<file path="config.mk">
export PLATFORM = sky130hd
export DESIGN_NAME = dms_sequencer
export DESIGN_NICKNAME = d
export VERILOG_FILES = /design/src/hw/dms_pkg.sv /design/src/hw/dms_cfg_if.sv /design/src/hw/dms_regfile.sv /design/src/hw/dms_sequencer.sv
export VERILOG_INCLUDE_DIRS = /design/src /design/src/hw
export SDC_FILE = /design/constraint.sdc
export NUM_CORES = 1
export LEC_CHECK = 0
export ABC_AREA = 0
export BUFFER_PORTS_ARGS = -buffer_cell sky130_fd_sc_hd__buf_2
export CAP_MARGIN = 20
export CELL_PAD_IN_SITES_DETAIL_PLACEMENT = 0
export CELL_PAD_IN_SITES_GLOBAL_PLACEMENT = 1
export CORE_ASPECT_RATIO = 2
export CORE_MARGIN = 5
export CORE_UTILIZATION = 43
export DETAILED_ROUTE_END_ITERATION = 7
export PLACE_DENSITY_LB_ADDON = 0.2
export SETUP_SLACK_MARGIN = 0.02
export SKIP_CTS_REPAIR_TIMING = 1
export SYNTH_ARGS = -nofsm -noshare
export SYNTH_HDL_FRONTEND = slang
export SYNTH_HIERARCHICAL = 1
export SYNTH_SLANG_ARGS = --single-unit
</file>
<file path="constraint.sdc">
create_clock -name core_clk_i -period 2.42 [get_ports core_clk_i]
set_input_delay 0 -clock core_clk_i [delete_from_list [all_inputs] [get_ports core_clk_i]]
set_output_delay 0 -clock core_clk_i [all_outputs]
set_load 0.02 [all_outputs]
</file>
<file path="src/hw/dms_defines.svh">
// named offsets, field positions, reset values and counts of the display memory sequencer
`ifndef DMS_DEFINES_SVH
`define DMS_DEFINES_SVH

// index pointer values that pick a data register
`define DMS_IDX_RUN        3'h0
`define DMS_IDX_CLOCK      3'h1
`define DMS_IDX_PLANE      3'h2
`define DMS_IDX_GLYPH      3'h3
`define DMS_IDX_LAYOUT     3'h4

// run_control fields
`define DMS_RUN_ASYNC      0
`define DMS_RUN_SYNC       1
`define DMS_RUN_RESET      2'h3

// clock_config fields
`define DMS_CLK_DOTS8      0
`define DMS_CLK_BW         1
`define DMS_CLK_LOAD2      2
`define DMS_CLK_DIV2       3

// memory_layout fields
`define DMS_MEM_ALPHA      0
`define DMS_MEM_FULL       1
`define DMS_MEM_SEQ        2

// glyph_bank_select fields
`define DMS_GLYPH_B_LO     0
`define DMS_GLYPH_A_LO     2

// cleared values of the data registers and the index pointer
`define DMS_CLOCK_RESET    4'h0
`define DMS_PLANE_RESET    4'h0
`define DMS_GLYPH_RESET    4'h0
`define DMS_LAYOUT_RESET   3'h0
`define DMS_IDX_RESET      3'h0

// dot and memory cycle counts
`define DMS_LAST_DOT8      4'h7
`define DMS_LAST_DOT9      4'h8
`define DMS_LAST_SLOT      3'h4
`define DMS_CRT_SLOTS_HI   3'h4
`define DMS_CRT_SLOTS_LO   3'h2

// plane strobe patterns
`define DMS_PLANES_ALL     4'hf
`define DMS_PLANES_EVEN    4'h5
`define DMS_PLANES_ODD     4'ha
`define DMS_PLANES_NONE    4'h0

`endif

</file>
<file path="src/hw/dms_pkg.sv">
// state types of the display memory sequencer
package dms_pkg;

   // register file state
   typedef struct packed {
      logic [2:0] idx;
      logic [1:0] run;
      logic [3:0] clk_cfg;
      logic [3:0] mask;
      logic [3:0] glyph;
      logic [2:0] mem;
   } dms_regs_t;

   // sequencer core state
   typedef struct packed {
      logic       div_ph;
      logic [3:0] dot_cnt;
      logic [2:0] slot;
      logic       ld_ph;
      logic       dot_tick;
      logic       char_clk;
      logic       serial_load;
      logic       crt_cyc;
      logic       cpu_cyc;
      logic       cpu_wr;
      logic       cpu_ack;
      logic [3:0] ras;
      logic       b_bus_column_strobe;
      logic [1:0] a_hi;
      logic [1:0] b_hi;
      logic       hi_oe;
      logic       out_oe;
   } dms_core_t;

endpackage

</file>
<file path="src/hw/dms_cfg_if.sv">
// configuration carrier between register file and sequencer core
interface dms_cfg_if;
   logic [1:0] run;
   logic [3:0] clk_cfg;
   logic [3:0] mask;
   logic [3:0] glyph;
   logic [2:0] mem;

   modport regs (output run, clk_cfg, mask, glyph, mem);
   modport core (input run, clk_cfg, mask, glyph, mem);
endinterface

</file>
<file path="src/hw/dms_regfile.sv">
// write-only indexed register file of the display memory sequencer
`include "dms_defines.svh"

module dms_regfile (
   input  wire logic       core_clk_i,            // master clock
   input  wire logic       sys_rst_i,             // sync reset, active high
   input  wire logic       clk_en_i,              // freezes state when low
   input  wire logic       wr_stb_i,              // one-cycle host write strobe
   input  wire logic       index_select_input_i,  // 0 pointer, 1 data
   input  wire logic [7:0] wr_data_i,             // host write data
   dms_cfg_if.regs         cfg                    // stored register settings
);

   dms_pkg::dms_regs_t q, d;

   // pointer or data write; pointer is untouched by data writes
   always_comb
   begin
      d = q;
      if (wr_stb_i && !index_select_input_i)
         d.idx = wr_data_i[2:0];
      else if (wr_stb_i)
      begin
         case (q.idx)
            `DMS_IDX_RUN:
            begin
               d.run = wr_data_i[1:0];
               if (!wr_data_i[`DMS_RUN_ASYNC])
                  d.glyph = `DMS_GLYPH_RESET;
            end
            `DMS_IDX_CLOCK:  d.clk_cfg = wr_data_i[3:0];
            `DMS_IDX_PLANE:  d.mask = wr_data_i[3:0];
            `DMS_IDX_GLYPH:  d.glyph = wr_data_i[3:0];
            `DMS_IDX_LAYOUT: d.mem = wr_data_i[2:0];
            default:         d = q;                                // unmapped index ignored
         endcase
      end
   end

   // state register; sync reset brings the sequencer up running
   always_ff @(posedge core_clk_i)
   begin
      if (sys_rst_i)
      begin
         q.idx     <= `DMS_IDX_RESET;
         q.run     <= `DMS_RUN_RESET;
         q.clk_cfg <= `DMS_CLOCK_RESET;
         q.mask    <= `DMS_PLANE_RESET;
         q.glyph   <= `DMS_GLYPH_RESET;
         q.mem     <= `DMS_LAYOUT_RESET;
      end
      else if (clk_en_i)
         q <= d;
   end

   assign cfg.run     = q.run;
   assign cfg.clk_cfg = q.clk_cfg;
   assign cfg.mask    = q.mask;
   assign cfg.glyph   = q.glyph;
   assign cfg.mem     = q.mem;
endmodule

</file>
<file path="src/hw/dms_sequencer.sv">
// display memory sequencer top: dot and character clocks, cycle sharing, plane strobes
`include "dms_defines.svh"

// How it works
// one address input picks pointer or data
// 3-bit pointer selects target data register
// pointer 00H reaches run control register
// run bit 0 low clears, halts, floats
// run bit 1 low halts; both high run
// host halts before rewriting clock settings
// run bit 0 low clears bank select
// 4-bit clock config at pointer 01H
// clock bit 0 picks 9 or 8 dots
// clock bit 1 picks 4/5 or 2/5 CRT
// clock bit 2 reloads every or alternate char
// clock bit 3 divides master clock by two
// plane mask gates CPU write row strobes
// host keeps odd/even mask pairs equal
// bank select at 03H drives B bus only
// bits 1..0 pick bank, attribute low
// bits 3..2 pick bank, attribute high
// switching only when the two fields differ
// minimum memory always selects bank zero
// layout bit 0 low copies A high to B
// layout bit 1 enables high address outputs
// layout bit 2 low steers even/odd planes
// pointer holds across repeated data writes
module dms_sequencer (
   input  wire logic       core_clk_i,            // master clock, 40 MHz
   input  wire logic       sys_rst_i,             // sync reset, active high
   input  wire logic       clk_en_i,              // freezes all state when low
   input  wire logic       wr_stb_i,              // host register write strobe
   input  wire logic       index_select_input_i,  // 0 pointer, 1 data
   input  wire logic [7:0] wr_data_i,             // host register write data
   input  wire logic       cpu_req_i,             // cpu memory access pending
   input  wire logic       cpu_we_i,              // pending access is a write
   input  wire logic       cpu_addr0_i,           // cpu address bit 0
   input  wire logic       attribute_bit3_line_i, // attribute bit 3 of the glyph
   input  wire logic [1:0] crt_high_addr_i,       // high address from CRT side
   output logic            dot_tick_o,            // one pulse per dot
   output logic            char_clk_o,            // one pulse per character
   output logic            serial_load_o,         // serializer reload pulse
   output logic            crt_cycle_o,           // memory cycle owned by CRT
   output logic            cpu_cycle_o,           // memory cycle owned by cpu
   output logic            cpu_ack_o,             // cpu access granted pulse
   output logic            plane0_row_strobe_o,   // plane 0 row strobe, high active
   output logic            plane1_row_strobe_o,   // plane 1 row strobe, high active
   output logic            plane2_row_strobe_o,   // plane 2 row strobe, high active
   output logic            plane3_row_strobe_o,   // plane 3 row strobe, high active
   output logic            b_bus_column_strobe_o, // B bus column strobe
   output logic            a_bus_high_addr_14_o,  // A bus high address bit 14
   output logic            a_bus_high_addr_15_o,  // A bus high address bit 15
   output logic            b_bus_high_addr_14_o,  // B bus high address bit 14
   output logic            b_bus_high_addr_15_o,  // B bus high address bit 15
   output logic            high_addr_oe_o,        // enable of the four high address pins
   output logic            outputs_oe_o           // enable of all other outputs
);

   localparam int NEXT_CYC = 1;

   dms_cfg_if cfg ();

   dms_pkg::dms_core_t q, d;

   logic       running;
   logic       dot_now;
   logic [3:0] last_dot;
   logic [2:0] crt_slots;
   logic [2:0] next_slot;
   logic [3:0] cpu_planes;
   logic [1:0] glyph_bank;

   dms_regfile u_regs (
      .core_clk_i           (core_clk_i),
      .sys_rst_i            (sys_rst_i),
      .clk_en_i             (clk_en_i),
      .wr_stb_i             (wr_stb_i),
      .index_select_input_i (index_select_input_i),
      .wr_data_i            (wr_data_i),
      .cfg                  (cfg)
   );

   // decoded settings used by the sequencing process
   always_comb
   begin
      running   = cfg.run[`DMS_RUN_ASYNC] && cfg.run[`DMS_RUN_SYNC];
      dot_now   = !cfg.clk_cfg[`DMS_CLK_DIV2] || q.div_ph;
      last_dot  = cfg.clk_cfg[`DMS_CLK_DOTS8] ? `DMS_LAST_DOT8 : `DMS_LAST_DOT9;
      crt_slots = cfg.clk_cfg[`DMS_CLK_BW] ? `DMS_CRT_SLOTS_LO : `DMS_CRT_SLOTS_HI;
      next_slot = (q.slot == `DMS_LAST_SLOT) ? 3'h0 : q.slot + 3'h1;
      // even addresses to planes 0/2, odd to 1/3, unless sequential
      if (cfg.mem[`DMS_MEM_SEQ])
         cpu_planes = `DMS_PLANES_ALL;
      else
         cpu_planes = cpu_addr0_i ? `DMS_PLANES_ODD : `DMS_PLANES_EVEN;
      // mask gates writes only; reads need every addressed plane
      if (cpu_we_i)
         cpu_planes = cpu_planes & cfg.mask;
   end

   // bank pick: equal fields make the attribute bit irrelevant
   always_comb
   begin
      if (attribute_bit3_line_i)
         glyph_bank = cfg.glyph[`DMS_GLYPH_A_LO +: 2];
      else
         glyph_bank = cfg.glyph[`DMS_GLYPH_B_LO +: 2];
   end

   // next state of the whole sequencer
   always_comb
   begin
      d             = q;
      d.dot_tick    = 1'b0;
      d.char_clk    = 1'b0;
      d.serial_load = 1'b0;
      d.cpu_ack     = 1'b0;
      // high address outputs follow the layout register and the async run bit every cycle
      d.hi_oe = cfg.mem[`DMS_MEM_FULL] && cfg.run[`DMS_RUN_ASYNC];
      if (!cfg.mem[`DMS_MEM_FULL])
      begin
         d.a_hi = 2'h0;
         d.b_hi = 2'h0;
      end
      else
      begin
         d.a_hi = crt_high_addr_i;
         if (cfg.mem[`DMS_MEM_ALPHA])
            d.b_hi = glyph_bank;
         else
            d.b_hi = crt_high_addr_i;
      end
      d.out_oe = cfg.run[`DMS_RUN_ASYNC];
      if (!running)
      begin
         // halted: counters cleared, no memory cycles run
         d.div_ph  = 1'b0;
         d.dot_cnt = 4'h0;
         d.slot    = 3'h0;
         d.ld_ph   = 1'b0;
         d.crt_cyc = 1'b0;
         d.cpu_cyc = 1'b0;
         d.cpu_wr  = 1'b0;
         d.ras     = `DMS_PLANES_NONE;
         d.b_bus_column_strobe    = 1'b0;
         if (!cfg.run[`DMS_RUN_ASYNC])
         begin
            d.a_hi = 2'h0;
            d.b_hi = 2'h0;
         end
      end
      else
      begin
         d.div_ph = cfg.clk_cfg[`DMS_CLK_DIV2] ? !q.div_ph : 1'b0;
         if (dot_now)
         begin
            d.dot_tick = 1'b1;
            if (q.dot_cnt >= last_dot)
            begin
               // character boundary starts the next memory cycle
               d.dot_cnt     = 4'h0;
               d.char_clk    = 1'b1;
               d.ld_ph       = !q.ld_ph;
               d.serial_load = !cfg.clk_cfg[`DMS_CLK_LOAD2] || !q.ld_ph;
               d.slot        = next_slot;
               d.crt_cyc     = q.slot < crt_slots;
               d.cpu_cyc     = !(q.slot < crt_slots);
               d.cpu_wr      = 1'b0;
               if (q.slot < crt_slots)
                  d.ras = `DMS_PLANES_ALL;
               else if (cpu_req_i)
               begin
                  d.ras     = cpu_planes;
                  d.cpu_wr  = cpu_we_i;
                  d.cpu_ack = 1'b1;
               end
               else
                  d.ras = `DMS_PLANES_NONE;
               d.b_bus_column_strobe = (q.slot < crt_slots) || cpu_req_i;
            end
            else
               d.dot_cnt = q.dot_cnt + 4'h1;
         end
      end
   end

   // state register
   always_ff @(posedge core_clk_i)
   begin
      if (sys_rst_i)
      begin
         q <= '0;
      end
      else if (clk_en_i)
         q <= d;
   end

   // outputs straight from the state register
   assign dot_tick_o            = q.dot_tick;
   assign char_clk_o            = q.char_clk;
   assign serial_load_o         = q.serial_load;
   assign crt_cycle_o           = q.crt_cyc;
   assign cpu_cycle_o           = q.cpu_cyc;
   assign cpu_ack_o             = q.cpu_ack;
   assign b_bus_column_strobe_o = q.b_bus_column_strobe;
   assign a_bus_high_addr_14_o  = q.a_hi[0];
   assign a_bus_high_addr_15_o  = q.a_hi[1];
   assign b_bus_high_addr_14_o  = q.b_hi[0];
   assign b_bus_high_addr_15_o  = q.b_hi[1];
   assign high_addr_oe_o        = q.hi_oe;
   assign outputs_oe_o          = q.out_oe;

   // per-plane strobe fan-out
   logic [3:0] ras_out;
   for (genvar p = 0; p < 4; p++)
   begin : g_plane
      assign ras_out[p] = q.ras[p];
   end
   assign plane0_row_strobe_o = ras_out[0];
   assign plane1_row_strobe_o = ras_out[1];
   assign plane2_row_strobe_o = ras_out[2];
   assign plane3_row_strobe_o = ras_out[3];
endmodule

</file>
==> metrics <==
outcome finished, violations left; failing checks hold timing; sequential cell area fraction in the yosys report 0.386; Area contributors post-synth dfxtp_1 (39%), mux2i_1 (7.5%), buf_4 (5.7%), a21oi_1 (4.8%), ha_1 (4.2%); total negative slack 0 ns; IO Count 36; Post-Syn Nets 297; fillers 593; DR vias/cell 5.63; synthesis-to-finish area growth 5.87%; CP peak stage delay 0.46 ns; cts bufs inserted 5; nets 307; Post-DP HPWL 4160 um; Netlist Area Pre-Place 2390 sq um; GRT overflow 0; RePlAce Congestion 0.769; WP buf/inv 1; Slew @ Worst Pin 0.611 ns; number of detailed-route iterations in the first pass 4; Initial DRC Count 63; Clk Latency, worst-skew pair 0.30 ns; final core area utilization 0.466; Most used DFF post-synth dfxtp_1; Hold WS -0.0153 ns; die area approximately 7200 sq um; CP required 2.63 ns; WL final 5550 um; fmax a little over 0.5 GHz; clock tree buffer depth 2; top cells by count, synth dfxtp_1 (46), nand2_1 (24), a21oi_1 (23), buf_4 (18), mux2i_1 (18); CTS sink cnt between 40 and 50; number of global-route vias before repair 1857; most common cell in the netlist dfxtp_1; fin crit share 0.812; count of cell types in the netlist 54; port bufs 31; slowest CP cell o211a_1; final number of hold-violating endpoints 2; worst hold-check path type in -> reg; largest net degree at the start of global routing 26; Post-DRT Antenna Nets 0; Clock Tree Root clkbuf_8; Die Ht 115 um; FP Rows 38; Synth Instances 270; crit path kind reg -> reg; Synth top area share 0.386; Setup violations, final 0; fin crit period approximately 2.0 ns; via count about 1900; Std-Cell Core Area 5420 sq um; initial core utilization 0.440; Top delay family on crit path compound AO/OA/AOI/OAI gates; WL/cell between 15 and 20 um; dominant cell type by area after synthesis dfxtp_1; clock-pin slew on the worst setup and hold paths about 0.090 ns; first-pass GRT wire length 8830 um; number of max-cap violations 0; #FFs+latches synth 46; CP max FO 12; Yosys Warn Count 6; Post-synth EDFFs 0; fraction of registers with async set/reset 0; worst path cell trace inv_1 -> ha_1 -> o211ai_1 -> o211a_1 -> nor2_1 -> o32ai_1; global-route usage over all layers 0.154; Pwr per Cell Area around 540 nW/um^2; max-slew violation count 0; Residual DRC 0; n_diodes 0; CP Launch Type flop; Max VDD drop 0.000426 V; Cell Count, Final, Fillers Out between 300 and 400; Syn Area/Cell 8.84 sq um; CTS tree yes; Die W around 63 um; WP data arrival 2.17 ns; initial antenna violation count 0; LEAKAGE 1.01 nW; CP Capture Type flop; RSZ-0062 raised after global routing no; Max-slew headroom 0.590; Clock H-tree levels 2; Worst Skew approximately 0.0085 ns; layout cell share with drive strength beyond 1 0.189; Post-Place Cells 333
## sequential cells by signal, summed over array words and instances, names as in the netlist, 2 cells and up
signal	count
u_regs/cfg.run	2
u_regs/cfg.clk_cfg	4
u_regs/cfg.mem	3
u_regs/q	3
ras_out	4
u_regs/cfg.glyph	4
u_regs/cfg.mask	4
q	9
## cell type report
| class | count | area (sq um) | area share |
|---|---|---|---|
| Clock buffer | 5 | 68.8 | 0.0272 |
| Clock inverter | 2 | 15.0 | 0.00594 |
| Inverter | 14 | 52.6 | 0.0208 |
| Multi-Input combinational cell | 181 | 1230 | 0.488 |
| Sequential cell | 46 | 921 | 0.364 |
| Tap cell | 60 | 75.1 | 0.0297 |
| Timing Repair Buffer | 32 | 163 | 0.0644 |
## metal layers
metal,share of wire,GRT usage,wire (um)
met4,0.029,0.0779,162
met1,0.40,0.156,2200
met3,0.027,0.0225,152
met5,0,0,0
met2,0.55,0.298,3040
## worst paths after layout
kind	from	endpoint	slack, ns	cells after the start
max	u_regs/cfg.clk_cfg[0]	q[19]	0.46	6
min	wr_data_i[3]	u_regs/cfg.mask[3]	-0.02	3
max reg2reg	u_regs/cfg.clk_cfg[0]	q[19]	0.46	6
min reg2reg	u_regs/cfg.glyph[2]	u_regs/cfg.glyph[2]	0.46	2
## worst reg2reg max path: stages (launching register included)
cell      delay (ns)
dfxtp_1         0.39
inv_1           0.08
ha_1            0.29
o211ai_1        0.30
o211a_1         0.46
nor2_1          0.13
o32ai_1         0.22
## logic make-up after synthesis
family	after synthesis	synth area share
mux	18	0.0755
flops	46	0.386
compound gates	63	0.179
fa+ha+maj	8	0.0419
simple gates	91	0.216
xor+xnor	1	0.00367
buf+inv	43	0.0980
## power breakdown
group | internal (W) | switching, W | total (W)
clock | 0.000198 | 0.000264 | 0.000462
sequential | 0.000768 | 0.0000125 | 0.000780
combinational | 0.0000420 | 0.0000874 | 0.000129
## placed cells by master (no fill, tap or decap), types with 2 or more instances in the layout
cell type,instances
clkbuf_8,5
o32ai_1,2
ha_1,8
nand2_1,24
o211ai_1,7
nor4b_1,2
and2_1,2
inv_1,11
o21a_1,4
a21oi_1,23
nand4_1,4
nor2_1,16
clkinvlp_4,2
a221oi_1,2
nor3b_1,2
mux2i_1,18
nand3_1,14
dfxtp_1,46
nand3b_1,3
nor2b_1,3
nand2b_1,5
buf_2,31
o21ai_0,5
o21ai_1,7
o211a_1,2
clkinv_1,2
a211oi_1,3
## through the flow
stage | hold WS, ns | total power, W | cell area [sq um] | setup WS (ns)
floorplan | 0.139 | 0.000883 | 2390 | 0.738
global route | 0.00300 | 0.00143 | 2530 | 0.270
CTS | -0.0212 | 0.00139 | 2530 | 0.430
detailed placement | 0.307 | 0.000928 | 2440 | 0.475
global placement | 0.304 | 0.000927 | 2440 | 0.503
finish | -0.0153 | 0.00137 | 2530 | 0.455
(Power assumes the default switching activity.)
